**src/verilog/cbsc_regs.vh**
```
// Constants of the clock buffer serial configuration slave
`ifndef CBSC_REGS_VH
`define CBSC_REGS_VH
`define CBSC_SLAVE_ADDR 7'h69
`define CBSC_CMD_CODE 8'h00
`define CBSC_CFG0_IDX 2'h0
`define CBSC_CFG1_IDX 2'h1
`define CBSC_CFG2_IDX 2'h2
`define CBSC_CFG0_RST 8'h0F
`define CBSC_CFG1_RST 8'hF0
`define CBSC_CFG2_RST 8'hC0
`define CBSC_CFG0_EN_LSB 0
`define CBSC_CFG0_EN_MSB 3
`define CBSC_CFG1_EN_LSB 4
`define CBSC_CFG1_EN_MSB 7
`define CBSC_CFG2_EN_LSB 6
`define CBSC_CFG2_EN_MSB 7
`define CBSC_MAX_COUNT 8'h20
`define CBSC_STRETCH_LIMIT_MS 10
// Cycles at 50 MHz the data line may stay low, minus one
`define CBSC_HOLD_LIMIT_CYC 20'h7A11F
`endif

```
**src/verilog/cbsc_sync.v**
```verilog
// Two flip-flop synchroniser for one pin level
`timescale 1ns/1ps
module cbsc_sync #(
  parameter RESET_VAL = 1'b1
) (
  // Clock and reset
  input wire clk_sys_in,
  input wire rst_b_in,
  // Level
  input wire async_in,
  output wire sync_out
);
  reg meta_r;
  reg sync_r;

  // Second stage is the only reader of the first
  always @(posedge clk_sys_in or negedge rst_b_in) begin
    if (!rst_b_in) begin
      meta_r <= RESET_VAL;
      sync_r <= RESET_VAL;
    end else begin
      meta_r <= async_in;
      sync_r <= meta_r;
    end
  end

  assign sync_out = sync_r;
endmodule // cbsc_sync

```
**src/verilog/cbsc_top.v**
```verilog
// Serial configuration slave gating ten fanout clock outputs
`timescale 1ns/1ps
`include "cbsc_regs.vh"
module cbsc_top #(
  parameter NUM_CFG_BYTES = 3
) (
  // Clock and reset
  input wire clk_sys_in,
  input wire rst_b_in,
  // Serial bus pins (open drain)
  input wire serial_clock_line_in,
  input wire serial_data_line_in,
  output wire serial_data_line_out,
  output wire serial_data_line_oe_out,
  // Power state
  input wire low_power_state_in,
  // Reference clock to be fanned out
  input wire ref_clock_in,
  // Fanout clock outputs
  output wire fanout_clock_zero_out,
  output wire fanout_clock_one_out,
  output wire fanout_clock_two_out,
  output wire fanout_clock_three_out,
  output wire fanout_clock_twelve_out,
  output wire fanout_clock_thirteen_out,
  output wire fanout_clock_fourteen_out,
  output wire fanout_clock_fifteen_out,
  output wire fanout_clock_sixteen_out,
  output wire fanout_clock_seventeen_out,
  // Stored configuration bytes
  output wire [7:0] output_enable_low_group_out,
  output wire [7:0] output_enable_high_group_out,
  output wire [7:0] output_enable_optional_group_out
);
  // Receive states
  localparam ST_IDLE = 3'h0;
  localparam ST_ADDR = 3'h1;
  localparam ST_ACK = 3'h2;
  localparam ST_CMD = 3'h3;
  localparam ST_CNT = 3'h4;
  localparam ST_DATA = 3'h5;
  localparam ST_SKIP = 3'h6;

  // Pin levels after synchronisation and their delayed copies
  wire scl_s;
  wire sda_s;
  reg scl_d_r;
  reg sda_d_r;

  // Receive state, shift register and counters
  reg [2:0] state_r;
  reg [2:0] after_ack_r;
  reg [7:0] shift_r;
  reg [3:0] bit_cnt_r;
  reg [7:0] count_r;
  reg [1:0] byte_idx_r;
  reg ack_drv_r;
  reg [7:0] shifted;

  // Stored configuration bytes and their enable fields
  reg [7:0] cfg0_r;
  reg [7:0] cfg1_r;
  reg [7:0] cfg2_r;
  wire [3:0] low_en;
  wire [3:0] high_en;
  wire [1:0] opt_en;

  // Bus events and write strobes
  wire scl_rise;
  wire scl_fall;
  wire start_det;
  wire stop_det;
  wire byte_end;
  wire addr_match;
  wire store_en;

  // Data line hold watchdog
  reg [19:0] hold_cnt_r;
  wire hold_expired;

  // Synchronise pins; no glitch filter
  cbsc_sync #(.RESET_VAL(1'b1)) u_sync_scl (
    .clk_sys_in(clk_sys_in),
    .rst_b_in(rst_b_in),
    .async_in(serial_clock_line_in),
    .sync_out(scl_s)
  );
  cbsc_sync #(.RESET_VAL(1'b1)) u_sync_sda (
    .clk_sys_in(clk_sys_in),
    .rst_b_in(rst_b_in),
    .async_in(serial_data_line_in),
    .sync_out(sda_s)
  );

  // Delayed copies for edge and condition detection
  always @(posedge clk_sys_in or negedge rst_b_in) begin
    if (!rst_b_in) begin
      scl_d_r <= 1'b1;
      sda_d_r <= 1'b1;
    end else begin
      scl_d_r <= scl_s;
      sda_d_r <= sda_s;
    end
  end

  assign scl_rise = scl_s & ~scl_d_r;
  assign scl_fall = ~scl_s & scl_d_r;
  assign start_det = scl_s & scl_d_r & sda_d_r & ~sda_s;
  assign stop_det = scl_s & scl_d_r & ~sda_d_r & sda_s;

  // Own address with write direction; general call never matches
  assign addr_match = (shift_r == {`CBSC_SLAVE_ADDR, 1'b0});
  // Eighth bit done; a data byte is kept only within count and size
  assign byte_end = scl_fall && (bit_cnt_r == 4'h8);
  assign store_en = ~low_power_state_in & ~hold_expired & ~start_det &
    ~stop_det & byte_end & (state_r == ST_DATA) & (count_r != 8'h00) &
    (byte_idx_r < NUM_CFG_BYTES);

  // Counts cycles with the data line pulled low
  always @(posedge clk_sys_in or negedge rst_b_in) begin
    if (!rst_b_in) begin
      hold_cnt_r <= 20'h00000;
    end else if (ack_drv_r) begin
      hold_cnt_r <= hold_cnt_r + 20'h00001;
    end else begin
      hold_cnt_r <= 20'h00000;
    end
  end

  // Stalled controller: line given back within 10 ms
  assign hold_expired = (hold_cnt_r == `CBSC_HOLD_LIMIT_CYC);

  // Bits arrive most significant first
  always @* begin
    shifted = {shift_r[6:0], sda_s};
  end

  // Configuration bytes in ascending slots; untouched in low power
  always @(posedge clk_sys_in or negedge rst_b_in) begin
    if (!rst_b_in) begin
      cfg0_r <= `CBSC_CFG0_RST;
      cfg1_r <= `CBSC_CFG1_RST;
      cfg2_r <= `CBSC_CFG2_RST;
    end else if (store_en) begin
      case (byte_idx_r)
        `CBSC_CFG0_IDX: cfg0_r <= shift_r;
        `CBSC_CFG1_IDX: cfg1_r <= shift_r;
        default: cfg2_r <= shift_r;
      endcase
    end
  end

  // Receive state machine; never stretches the clock
  always @(posedge clk_sys_in or negedge rst_b_in) begin
    if (!rst_b_in) begin
      state_r <= ST_IDLE;
      after_ack_r <= ST_IDLE;
      shift_r <= 8'h00;
      bit_cnt_r <= 4'h0;
      count_r <= 8'h00;
      byte_idx_r <= 2'h0;
      ack_drv_r <= 1'b0;
    end else if (low_power_state_in) begin
      // Release the bus, keep configuration
      state_r <= ST_IDLE;
      ack_drv_r <= 1'b0;
    end else if (hold_expired) begin
      // Stalled mid acknowledge: release, wait for START
      state_r <= ST_IDLE;
      ack_drv_r <= 1'b0;
    end else if (start_det) begin
      state_r <= ST_ADDR;
      bit_cnt_r <= 4'h0;
      byte_idx_r <= 2'h0;
      ack_drv_r <= 1'b0;
    end else if (stop_det) begin
      state_r <= ST_IDLE;
      ack_drv_r <= 1'b0;
    end else begin
      case (state_r)
        ST_IDLE: begin
          ack_drv_r <= 1'b0;
        end
        ST_ADDR, ST_CMD, ST_CNT, ST_DATA: begin
          if (scl_rise) begin
            shift_r <= shifted;
            bit_cnt_r <= bit_cnt_r + 4'h1;
          end else if (byte_end) begin
            bit_cnt_r <= 4'h0;
            case (state_r)
              ST_ADDR: begin
                // Own address with write only; general call
                // and reads are ignored
                if (addr_match) begin
                  ack_drv_r <= 1'b1;
                  state_r <= ST_ACK;
                  after_ack_r <= ST_CMD;
                end else begin
                  state_r <= ST_IDLE;
                end
              end
              ST_CMD: begin
                // Command code contents ignored
                ack_drv_r <= 1'b1;
                state_r <= ST_ACK;
                after_ack_r <= ST_CNT;
              end
              ST_CNT: begin
                // Count kept; data valid after this ack
                count_r <= shift_r;
                ack_drv_r <= 1'b1;
                state_r <= ST_ACK;
                after_ack_r <= ST_DATA;
              end
              default: begin
                // Next byte slot on every kept byte
                if (store_en) begin
                  byte_idx_r <= byte_idx_r + 2'h1;
                end
                if (count_r != 8'h00) begin
                  count_r <= count_r - 8'h01;
                end
                ack_drv_r <= 1'b1;
                state_r <= ST_ACK;
                after_ack_r <= ST_DATA;
              end
            endcase
          end
        end
        ST_ACK: begin
          // Hold acknowledge through the ninth clock pulse
          if (scl_rise) begin
            state_r <= ST_SKIP;
          end
        end
        ST_SKIP: begin
          // Release once the ninth clock pulse has fallen
          if (scl_fall) begin
            ack_drv_r <= 1'b0;
            state_r <= after_ack_r;
          end
        end
        default: begin
          state_r <= ST_IDLE;
        end
      endcase
    end
  end

  // Open drain: only ever pulls low, never sends data
  assign serial_data_line_out = 1'b0;
  assign serial_data_line_oe_out = ack_drv_r & ~low_power_state_in;

  // Enable fields of the three bytes
  assign low_en = cfg0_r[`CBSC_CFG0_EN_MSB:`CBSC_CFG0_EN_LSB];
  assign high_en = cfg1_r[`CBSC_CFG1_EN_MSB:`CBSC_CFG1_EN_LSB];
  assign opt_en = cfg2_r[`CBSC_CFG2_EN_MSB:`CBSC_CFG2_EN_LSB];

  // Output gating; unused bits reach no fanout clock output
  assign fanout_clock_zero_out = ref_clock_in & low_en[0];
  assign fanout_clock_one_out = ref_clock_in & low_en[1];
  assign fanout_clock_two_out = ref_clock_in & low_en[2];
  assign fanout_clock_three_out = ref_clock_in & low_en[3];
  assign fanout_clock_twelve_out = ref_clock_in & high_en[0];
  assign fanout_clock_thirteen_out = ref_clock_in & high_en[1];
  assign fanout_clock_fourteen_out = ref_clock_in & high_en[2];
  assign fanout_clock_fifteen_out = ref_clock_in & high_en[3];
  assign fanout_clock_sixteen_out = ref_clock_in & opt_en[0];
  assign fanout_clock_seventeen_out = ref_clock_in & opt_en[1];

  // Stored bytes for observation
  assign output_enable_low_group_out = cfg0_r;
  assign output_enable_high_group_out = cfg1_r;
  assign output_enable_optional_group_out = cfg2_r;
endmodule // cbsc_top

```
**config.mk**
```make
export PLATFORM = sky130hd
export DESIGN_NAME = cbsc_top
export DESIGN_NICKNAME = d
export VERILOG_FILES = /design/src/verilog/cbsc_sync.v /design/src/verilog/cbsc_top.v
export VERILOG_INCLUDE_DIRS = /design/src /design/src/verilog
export SDC_FILE = /design/constraint.sdc
export NUM_CORES = 1
export LEC_CHECK = 0
export ABC_AREA = 0
export CORE_ASPECT_RATIO = 1.4
export CORE_MARGIN = 2
export CORE_UTILIZATION = 63
export CTS_CLUSTER_DIAMETER = 60
export CTS_CLUSTER_SIZE = 14
export DETAILED_ROUTE_END_ITERATION = 7
export DONT_BUFFER_PORTS = 1
export PLACE_DENSITY = 0.88
export REMOVE_ABC_BUFFERS = 1
export SLEW_MARGIN = 10
export SYNTH_ARGS = -nofsm -noshare
export SYNTH_HDL_FRONTEND = slang
export SYNTH_SLANG_ARGS = --single-unit
export TNS_END_PERCENT = 30
```
**constraint.sdc**
```tcl
create_clock -name clk_sys_in -period 2.83 [get_ports clk_sys_in]
set_input_delay 0.1415 -clock clk_sys_in [delete_from_list [all_inputs] [get_ports clk_sys_in]]
set_output_delay 0.1415 -clock clk_sys_in [all_outputs]
set_load 0.02 [all_outputs]
```
==> summary.txt, run 1 <==
Run status
  • Status: finished, final reports clean

Floorplan
  • Row count: 34
  • Die area: 6970 um^2
  • Die W: 71.2 um
  • I/O pin cnt: 42
  • Initial Util: 64.5%
  • Core area: 6170 um^2
  • Die Span Y: ~100 um

Finish
  • Final Util: 70.1%
  • Final net count: 378
  • Area delta synth->final: 8.65%
  • Total of fill cells in the finished design: 434
  • Layout cells sized above 1: ~22%
  • Fin cells: 441
  • ANT cells: 0

Pwr
  • P_leak: around 0.0020 uW
  • Power per Cell Area: 494 nW/um^2
  • Total power draw: about 2100 uW
  • Worst IR drop on VDD: about 0.40 mV

Drt
  • Via/cell ratio: about 6.3
  • Starting DRT DRC Count: 190
  • First-pass iteration count of the detailed router: 4
  • Vias: 2796
  • Post-DR wirelength/cell: 17.8 um
  • DRT Wirelength: 7840 um
  • Post-DRT Antenna Nets: 0
  • # DRC: 0

Job
  • Max-cap violation count: 0

Synthesis
  • Asr flop ratio synth: 100%
  • Synth area leaders: dfrtp_1, dfstp_2, mux2_2, and2_1, mux2_4
  • EDFF count, synth: 0
  • Commonest cells post-synth: dfrtp_1, and2_1, mux2_2, nor2_1, nand2_1
  • Main synth FF type: dfrtp_1
  • Register area share after synthesis: between 50% and 60%
  • Register bit count reported by yosys: 79
  • Synth area leader: dfrtp_1
  • Post-synth top area share: 39.6%
  • Most common cell in the synthesized netlist: dfrtp_1
  • Post-Syn Area: 3980 um^2
  • Synth Area per Inst: 11.3 um^2
  • Synth Instances: 353
  • Yosys warns: 0
  • Number of distinct library cells after synthesis: 59

Global route
  • Number of global-route vias before repair: between 2000 and 3000
  • GRT Total Usage: 24.6%
  • Largest net degree at the start of global routing: 80
  • First-pass GRT wire length: roughly 14000 um
  • Antenna violations before repair: 0
  • GRT overflow: 0

STA
  • Hold Vio Cnt, Final: 0
  • Clock Skews: 0.0132 ns
  • Hold_ws: slightly below 0.07 ns
  • Slew @ Worst Pin: 0.774 ns
  • Fin crit share: between 80% and 90%
  • Slew Limit Headroom: about half
  • # setup viols final: 0
  • Fmax: 0.410 GHz
  • Crit path time final: 2.44 ns
  • Unrepaired setup endpoints after global routing: false
  • Pins Over Slew Limit: 0
  • Fin Setup TNS: 0 ns

Clock network
  • CTS buffer count: 9
  • Clock Latency Late Sink: 0.36 ns
  • CTS tree: done
  • Clk buf depth: 2
  • Clock Sinks: ~80
  • Clock Root Buffer: clkbuf_8
  • Clk pin slew, worst setup/hold paths: 0.09 ns
  • Post CTS Setup Buffer Count: 0
  • Htree depth: 3

Placed design
  • Placed cells: 421
  • Post-detail-place hpwl: 5270 um
  • Input/output buffers: 0
  • RD Place Congestion: between 0.8 and 0.9

Critical path
  • CP max FO: 8
  • CP Class: register to register
  • Setup crit end kind: register
  • WP data required: 3.07 ns
  • Data arrival time of the worst path: around 2.7 ns
  • Startpoint Class: register

Hold path
  • Tightest Hold Check Type: input pin to register
[path summary, 6_finish.rpt]
path,from,end,slack [ns],cells after the start
max in group asynchronous,rst_b_in,scl_d_r,2.14,2
worst max register to register,bit_cnt_r[0],output_enable_low_group_out[4],0.39,7
min in group asynchronous,rst_b_in,output_enable_optional_group_out[3],0.33,2
worst max-delay path,bit_cnt_r[0],output_enable_low_group_out[4],0.39,7
worst min-delay path,low_power_state_in,state_r[0],0.07,2
worst min register to register,u_sync_sda.meta_r,u_sync_sda.sync_out,0.35,0
[stage by stage]
step	setup slack [ns]	cell area [um^2]
CTS	0.381	4320
finish	0.391	4320
detailed placement	0.391	4050
global route	0.203	4320
floorplan	0.601	3940
global placement	0.450	4050
[worst max-delay path, cell delays in order, from the launching register on]
cell and delay (ns):
dfrtp_1 0.43, inv_1 0.07, ha_1 0.14, nand3b_1 0.10
or3_4 0.41, nor4b_4 0.58, nand3_4 0.24, mux2_4 0.35
[power by group]
group,internal [uW],switching [uW],leakage [uW]
registers,1150,17.9,0.00103
clock network,429,455,0.000108
logic,31.7,55.4,0.000853
total,1610,528,0.00199
[final cells by class]
cell class | count | area [um^2] | area share (%)
Sequential cell | 79 | 2000 | 46.2
Clock inverter | 7 | 87.6 | 2.03
Multi-Input combinational cell | 255 | 1900 | 43.9
Inverter | 12 | 45.0 | 1.04
Clock buffer | 9 | 124 | 2.87
Tap cell | 72 | 90.1 | 2.08
Timing Repair Buffer | 7 | 80.1 | 1.85
[what timing repair did]
item                      CTS  global route
hold buffers                4             0
hold endpoints to repair   81             0
resized for setup           0             0
[registers in the layout, summed over array words and instances (netlist names), 2 cells and up]
register / flops
hold_cnt_r: 20
count_r: 8
output_enable_high_group_out: 8
output_enable_low_group_out: 8
output_enable_optional_group_out: 8
shift_r: 8
bit_cnt_r: 4
after_ack_r: 3
state_r: 3
byte_idx_r: 2
[cell families (layout without fill, tap and decap cells)]
family                     Yosys count  after routing  share of synthesized area [%]
and+or+nand+nor                    131            131                           20.2
DFF                                 79             79                           50.2
AOI/OAI and AO/OA                   62             62                           10.1
muxes                               36             36                           11.1
buffers and inverters               19             35                           2.08
xor gates and xnor gates            17             17                           3.74
adders and majority gates            8              8                           2.52
other                                1              1                         0.0943
[layout by cell type, fill, tap and decap left out, drive strengths merged, types with 3 or more instances in the layout]
master	count
a21o	5
a21oi	13
a31oi	4
and2	26
and3	4
buf	4
clkbuf	9
dfrtp	63
dfstp	16
dlygate4sd3	3
ha	8
inv	16
mux2	35
nand2	19
nand2b	4
nand3	12
nand4	7
nor2	21
nor2b	3
nor3	12
nor4b	4
o211ai	3
o21ai	17
o31ai	3
or3	4
xnor2	8
xor2	9
[routing by layer]
metal / part of all wire (%) / up-vias / GRT usage, %
li1: - / 1295 / -
met1: 40 / 1393 / 29.6
met2: 52 / 88 / 40.5
met3: 4.8 / 20 / 7.02
met4: 3.3 / 0 / 11.3
met5: 0 / - / 0
Power figures use the tool's default switching activity.
==> run 2: changes to the inputs <==
--- a/config.mk
+++ b/config.mk
@@ -11,3 +11,3 @@
 export CORE_MARGIN = 2
-export CORE_UTILIZATION = 63
+export CORE_UTILIZATION = 57
 export CTS_CLUSTER_DIAMETER = 60
@@ -16,3 +16,3 @@
 export DONT_BUFFER_PORTS = 1
-export PLACE_DENSITY = 0.88
+export PLACE_DENSITY = 0.84
 export REMOVE_ABC_BUFFERS = 1
==> constraint.sdc (replaced) <==
create_clock -name clk_sys_in -period 2 [get_ports clk_sys_in]
set_input_delay 0.2 -clock clk_sys_in [delete_from_list [all_inputs] [get_ports clk_sys_in]]
set_output_delay 0.2 -clock clk_sys_in [all_outputs]
set_load 0.02 [all_outputs]
==> summary.txt, run 2 (synthesis gave the netlist of run 1 again) <==
Drt
  • # DRC: 0 (unchanged)
  • First-pass iteration count of the detailed router: 5 (+1)
  • Starting DRT DRC Count: 133 (-30%)
  • Vias: 2979 (+6.5%)
  • DRT Wirelength: 8890 um (+13%)
  • Via/cell ratio: 5.86 (-7.5%)
  • Post-DRT Antenna Nets: 0 (unchanged)
  • Post-DR wirelength/cell: 17.5 um (-1.6%)

Clock network
  • Clock Sinks: 79 (unchanged)
  • CTS tree: done
  • Htree depth: 3 (unchanged)
  • Clock Root Buffer: clkbuf_8
  • CTS buffer count: 9 (unchanged)
  • Clk pin slew, worst setup/hold paths: 0.09 ns (about the same)
  • Clock Latency Late Sink: 0.36 ns (about the same)
  • Clk buf depth: 2 (unchanged)

Floorplan
  • Die W: 74.6 um (+4.8%)
  • Row count: 36 (+5.9%)
  • Die Span Y: 103 um (+4.9%)
  • I/O pin cnt: 42 (unchanged)
  • Die area: 7670 um^2 (+10%)
  • Core area: 6850 um^2 (+11%)
  • Initial Util: 58.1% (-6.4 points)

Finish
  • ANT cells: 0 (unchanged)
  • Total of fill cells in the finished design: 513 (+18%)
  • Fin cells: 508 (+15%)
  • Leading cell type in the layout, fill and taps excluded: dfrtp_1
  • Register area: 2000 um^2 (unchanged)
  • Most frequent cells in the layout: dfrtp_1, buf_4, and2_1
  • Max reg flops: 20 (unchanged)
  • Final Util: 70.3% (+0.21 points)
  • Final Cell Area: 4810 um^2 (+11%)
  • Layout cells sized above 1: 34.1% (+12 points)
  • Final net count: 422 (+12%)
  • Register with the most flip-flops: hold_cnt_r
  • Area delta synth->final: 20.9%
  • Area of the multi-input gates: 2030 um^2 (+7.2%)

STA
  • Crit path time final: 2.15 ns (-0.288 ns)
  • # setup viols final: 30 (+30)
  • Min setup slack post-route: -0.151 ns (-0.542 ns)
  • Fin crit share: 108% (+21 points)
  • Unrepaired setup endpoints after global routing: true
  • Hold Vio Cnt, Final: 0 (unchanged)
  • Pins Over Slew Limit: 0 (unchanged)
  • Slew @ Worst Pin: 0.584 ns (-0.190 ns)
  • Slew Limit Headroom: 61.0% (+13 points)
  • Hold_ws: 0.0849 ns (+0.0166 ns)
  • Fmax: 0.465 GHz (+13%)
  • Clock Skews: 0.0143 ns (+0.00113 ns)

Global route
  • GRT Total Usage: 24.4% (-0.23 points)
  • Number of global-route vias before repair: 2976 (+3.0%)
  • Met3 usage: 5.87% (-1.2 points)
  • Met2 usage: 42.9% (+2.4 points)
  • GRT overflow: 0 (unchanged)
  • Antenna violations before repair: 0 (unchanged)
  • First-pass GRT wire length: 14100 um (+4.0%)
  • Grt met1 use: 28.0% (-1.6 points)
  • Peak-usage layer in the global routing report: met2
  • Largest net degree at the start of global routing: 80 (unchanged)

Critical path
  • CP max FO: 8 (unchanged)
  • Setup crit end kind: register
  • Critical Path Source: count_r[4]
  • CP Class: register to register
  • Buffers plus inverters on the worst setup path: 2 (+1)
  • FF-to-FF Start: count_r[4]
  • Largest stage delay, worst path: 0.56 ns (-0.02 ns)
  • Slowest CP cell: or4_4
  • Startpoint Class: register
  • Crit-path cells: or4_4, nor4b_4, buf_4, nor4b_4, buf_6, nand3_4, mux2_4
  • Top delay family on crit path: simple AND/OR/NAND/NOR gates
  • WP data required: 2.25 ns (-0.82 ns)
  • Cell mode on critical path: nor4b_4
  • Data arrival time of the worst path: 2.40 ns (-0.28 ns)
  • Reg2reg setup slack: -0.15 ns (-0.54 ns)

Hold path
  • Tightest Hold Check Type: input pin to register
  • Hold wc startpoint: low_power_state_in

Placed design
  • Placed cells: 484 (+15%)
  • RD Place Congestion: 0.935 (+6.4%)
  • Post-detail-place hpwl: 5980 um (+13%)
  • Placed cell area: 4380 um^2 (+8.1%)
  • DP Worst Slack: -0.269 ns (-0.660 ns)
  • Input/output buffers: 0 (unchanged)

Pwr
  • Power per Cell Area: 617 nW/um^2 (+25%)
  • P_leak: 0.00226 uW (+14%)
  • Worst IR drop on VDD: 0.481 mV (+20%)

Job
  • Max-cap violation count: 0 (unchanged)

Run status
  • Status: complete, but fails checks
  • Failing checks: setup timing
run 2: stage by stage:
step | setup TNS, ns | total power [uW]
3_5_place_dp | -6.17 | 1800
4_1_cts | -4.36 | 3000
6_report | -2.99 | 2970
2_1_floorplan | -5.47 | 1730
5_1_grt | -5.27 | 3100
3_3_place_gp | -4.98 | 1790
run 2: final cells by class:
cell class,count,area share [%]
Clock buffer,9,2.57
Clock inverter,7,1.46
Inverter,12,0.936
Multi-Input combinational cell,255,42.3
Sequential cell,79,41.5
Tap cell,95,2.47
Timing Repair Buffer,51,8.76
run 2: timing repair:
| action | 4_1_cts | 5_1_grt |
|---|---|---|
| setup endpoints to repair | 31 | 46 |
| gates resized for setup | 22 | 15 |
| pin swaps | 6 | 4 |
| hold buffers | 4 | 0 |
| hold endpoints to repair | 81 | 0 |
| setup buffers | 3 | 1 |
run 2: power by group:
part / leakage, uW / total [uW] / internal [uW] / switching (uW)
Combinational: 0.00114 / 185 / 80.1 / 105
Sequential: 0.00103 / 1640 / 1620 / 13.4
Clock: 0.0000959 / 1150 / 487 / 661
run 2: routing by layer:
metal / up-vias / part of all wire (%)
li1: 1385 / -
met1: 1483 / 39
met2: 95 / 55
met3: 16 / 4.7
met4: 0 / 1.6
met5: - / 0
run 2: path summary, 6_finish.rpt:
path,cells past startpoint,endpoint
worst max register to register,7,output_enable_optional_group_out[1]
worst max-delay path,7,output_enable_optional_group_out[1]
max in group asynchronous,2,scl_d_r
min in group asynchronous,2,output_enable_high_group_out[1]
worst min register to register,0,u_sync_scl.sync_out
worst min-delay path,2,state_r[0]
==> run 3: changes to the inputs <==
Settings changed: GPL_ROUTABILITY_DRIVEN from default to 0, MAX_ROUTING_LAYER from default to met4.
==> summary.txt, run 3 (synthesis gave the netlist of run 1 again) <==
Run status
  • Status: complete, but fails checks
  • Failing checks: setup timing

Global route
  • Largest net degree at the start of global routing: 80 (unchanged)
  • Antenna violations before repair: 0 (unchanged)
  • Number of global-route vias before repair: 2993 (+0.57%)
  • GRT Total Usage: 25.2% (+0.80 points)
  • First-pass GRT wire length: 14000 um (-0.84%)
  • GRT overflow: 0 (unchanged)

Critical path
  • CP Class: register to register
  • CP max FO: 8 (unchanged)
  • Startpoint Class: register
  • Data arrival time of the worst path: 2.40 ns (about the same)
  • Setup crit end kind: register
  • WP data required: 2.26 ns (about the same)

Clock network
  • Clock Latency Late Sink: 0.37 ns (about the same)
  • Clk pin slew, worst setup/hold paths: 0.09 ns (about the same)
  • Clock Sinks: 79 (unchanged)
  • CTS buffer count: 9 (unchanged)
  • Htree depth: 3 (unchanged)
  • Clk buf depth: 2 (unchanged)
  • CTS tree: done
  • Clock Root Buffer: clkbuf_8

Floorplan
  • Initial Util: 58.1% (unchanged)
  • Row count: 36 (unchanged)
  • I/O pin cnt: 42 (unchanged)
  • Core area: 6850 um^2 (unchanged)
  • Die area: 7670 um^2 (unchanged)
  • Die Span Y: 103 um (unchanged)
  • Die W: 74.6 um (unchanged)

Job
  • Max-cap violation count: 0 (unchanged)

STA
  • Hold_ws: 0.0937 ns (+0.00879 ns)
  • # setup viols final: 30 (unchanged)
  • Min setup slack post-route: -0.143 ns (+0.00801 ns)
  • Pins Over Slew Limit: 0 (unchanged)
  • Clock Skews: 0.0153 ns (+0.000979 ns)
  • Fmax: 0.467 GHz (+0.37%)
  • Hold Vio Cnt, Final: 0 (unchanged)
  • Unrepaired setup endpoints after global routing: true
  • Fin crit share: 107% (-0.40 points)
  • Crit path time final: 2.14 ns (-0.00801 ns)

Drt
  • Post-DR wirelength/cell: 17.5 um (about the same)
  • # DRC: 0 (unchanged)
  • DRT Wirelength: 8900 um (+0.20%)
  • Post-DRT Antenna Nets: 0 (unchanged)
  • First-pass iteration count of the detailed router: 7 (+2)
  • Starting DRT DRC Count: 242 (+82%)
  • Via/cell ratio: 5.93 (+1.2%)
  • Vias: 3020 (+1.4%)

Placed design
  • Placed cell area: 4390 um^2 (+0.17%)
  • Post-detail-place hpwl: 5960 um (-0.37%)
  • DP Worst Slack: -0.313 ns (-0.0443 ns)
  • Input/output buffers: 0 (unchanged)

Finish
  • Final Util: 70.1% (-0.20 points)
  • Max reg flops: 20 (unchanged)
  • ANT cells: 0 (unchanged)
  • Total of fill cells in the finished design: 500 (-2.5%)
  • Most frequent cells in the layout: dfrtp_1, buf_4, and2_1
  • Final Cell Area: 4800 um^2 (-0.29%)
  • Layout cells sized above 1: 32.9% (-1.3 points)
  • Leading cell type in the layout, fill and taps excluded: dfrtp_1
  • Final net count: 423 (+0.24%)
  • Area delta synth->final: 20.6%
  • Register with the most flip-flops: hold_cnt_r

Hold path
  • Tightest Hold Check Type: input pin to register

Pwr
  • P_leak: 0.00227 uW (+0.23%)
  • Worst IR drop on VDD: 0.574 mV (+19%)
  • Power per Cell Area: 671 nW/um^2 (+8.7%)
run 3: path summary, 6_finish.rpt:
check	slack, ns	to	cells past startpoint	from
min	0.09	state_r[0]	2	low_power_state_in
max	-0.14	output_enable_high_group_out[1]	7	count_r[4]
max in group asynchronous	1.26	scl_d_r	2	rst_b_in
min reg2reg	0.36	u_sync_sda.sync_out	0	u_sync_sda.meta_r
max reg2reg	-0.14	output_enable_high_group_out[1]	7	count_r[4]
min in group asynchronous	0.39	output_enable_low_group_out[5]	2	rst_b_in
run 3: worst max-delay path: stages, from the launching register on:
cell,delay [ns]
dfrtp_1,0.39
or4_4,0.57
nor4b_4,0.22
buf_4,0.18
nor4b_4,0.05
buf_6,0.14
nand3_4,0.18
mux2_4,0.33
run 3: power breakdown:
group / switching (uW) / internal [uW]
clock: 658 / 737
sequential: 14.0 / 1620
combinational: 105 / 81.0
run 3: through the flow:
stage	TNS, ns	total power, uW	instances
after floorplan	-5.47	1730	346
after global placement	-4.82	1790	485
after detailed placement	-7.17	1800	485
after CTS	-2.87	3190	504
after global routing	-5.03	3350	509
final	-3.04	3220	509
run 3: routing by layer:
metal  track usage [%]  up-vias  part of all wire, %
li1                  -     1382                    -
met1              28.5     1463                   39
met2              41.4      135                   52
met3              4.50       40                  5.2
met4              14.4        0                  4.3
met5                 -        -                    0
run 3: cell type report:
class                           instances  area, um^2  share of cell area (%)
Clock inverter                          7         111                    2.32
Timing Repair Buffer                   52         433                    9.02
Tap cell                               95         119                    2.48
Inverter                               12        45.0                   0.939
Sequential cell                        79        2000                    41.6
Multi-Input combinational cell        255        1970                    41.0
Clock buffer                            9         124                    2.58
run 3: timing repair:
item                       in CTS  in global routing
pin swaps                       3                  1
hold buffers                    2                  2
setup endpoints to repair      30                 45
resized for setup              12                 12
buffers inserted                1                  3
hold endpoints to repair       81                 79
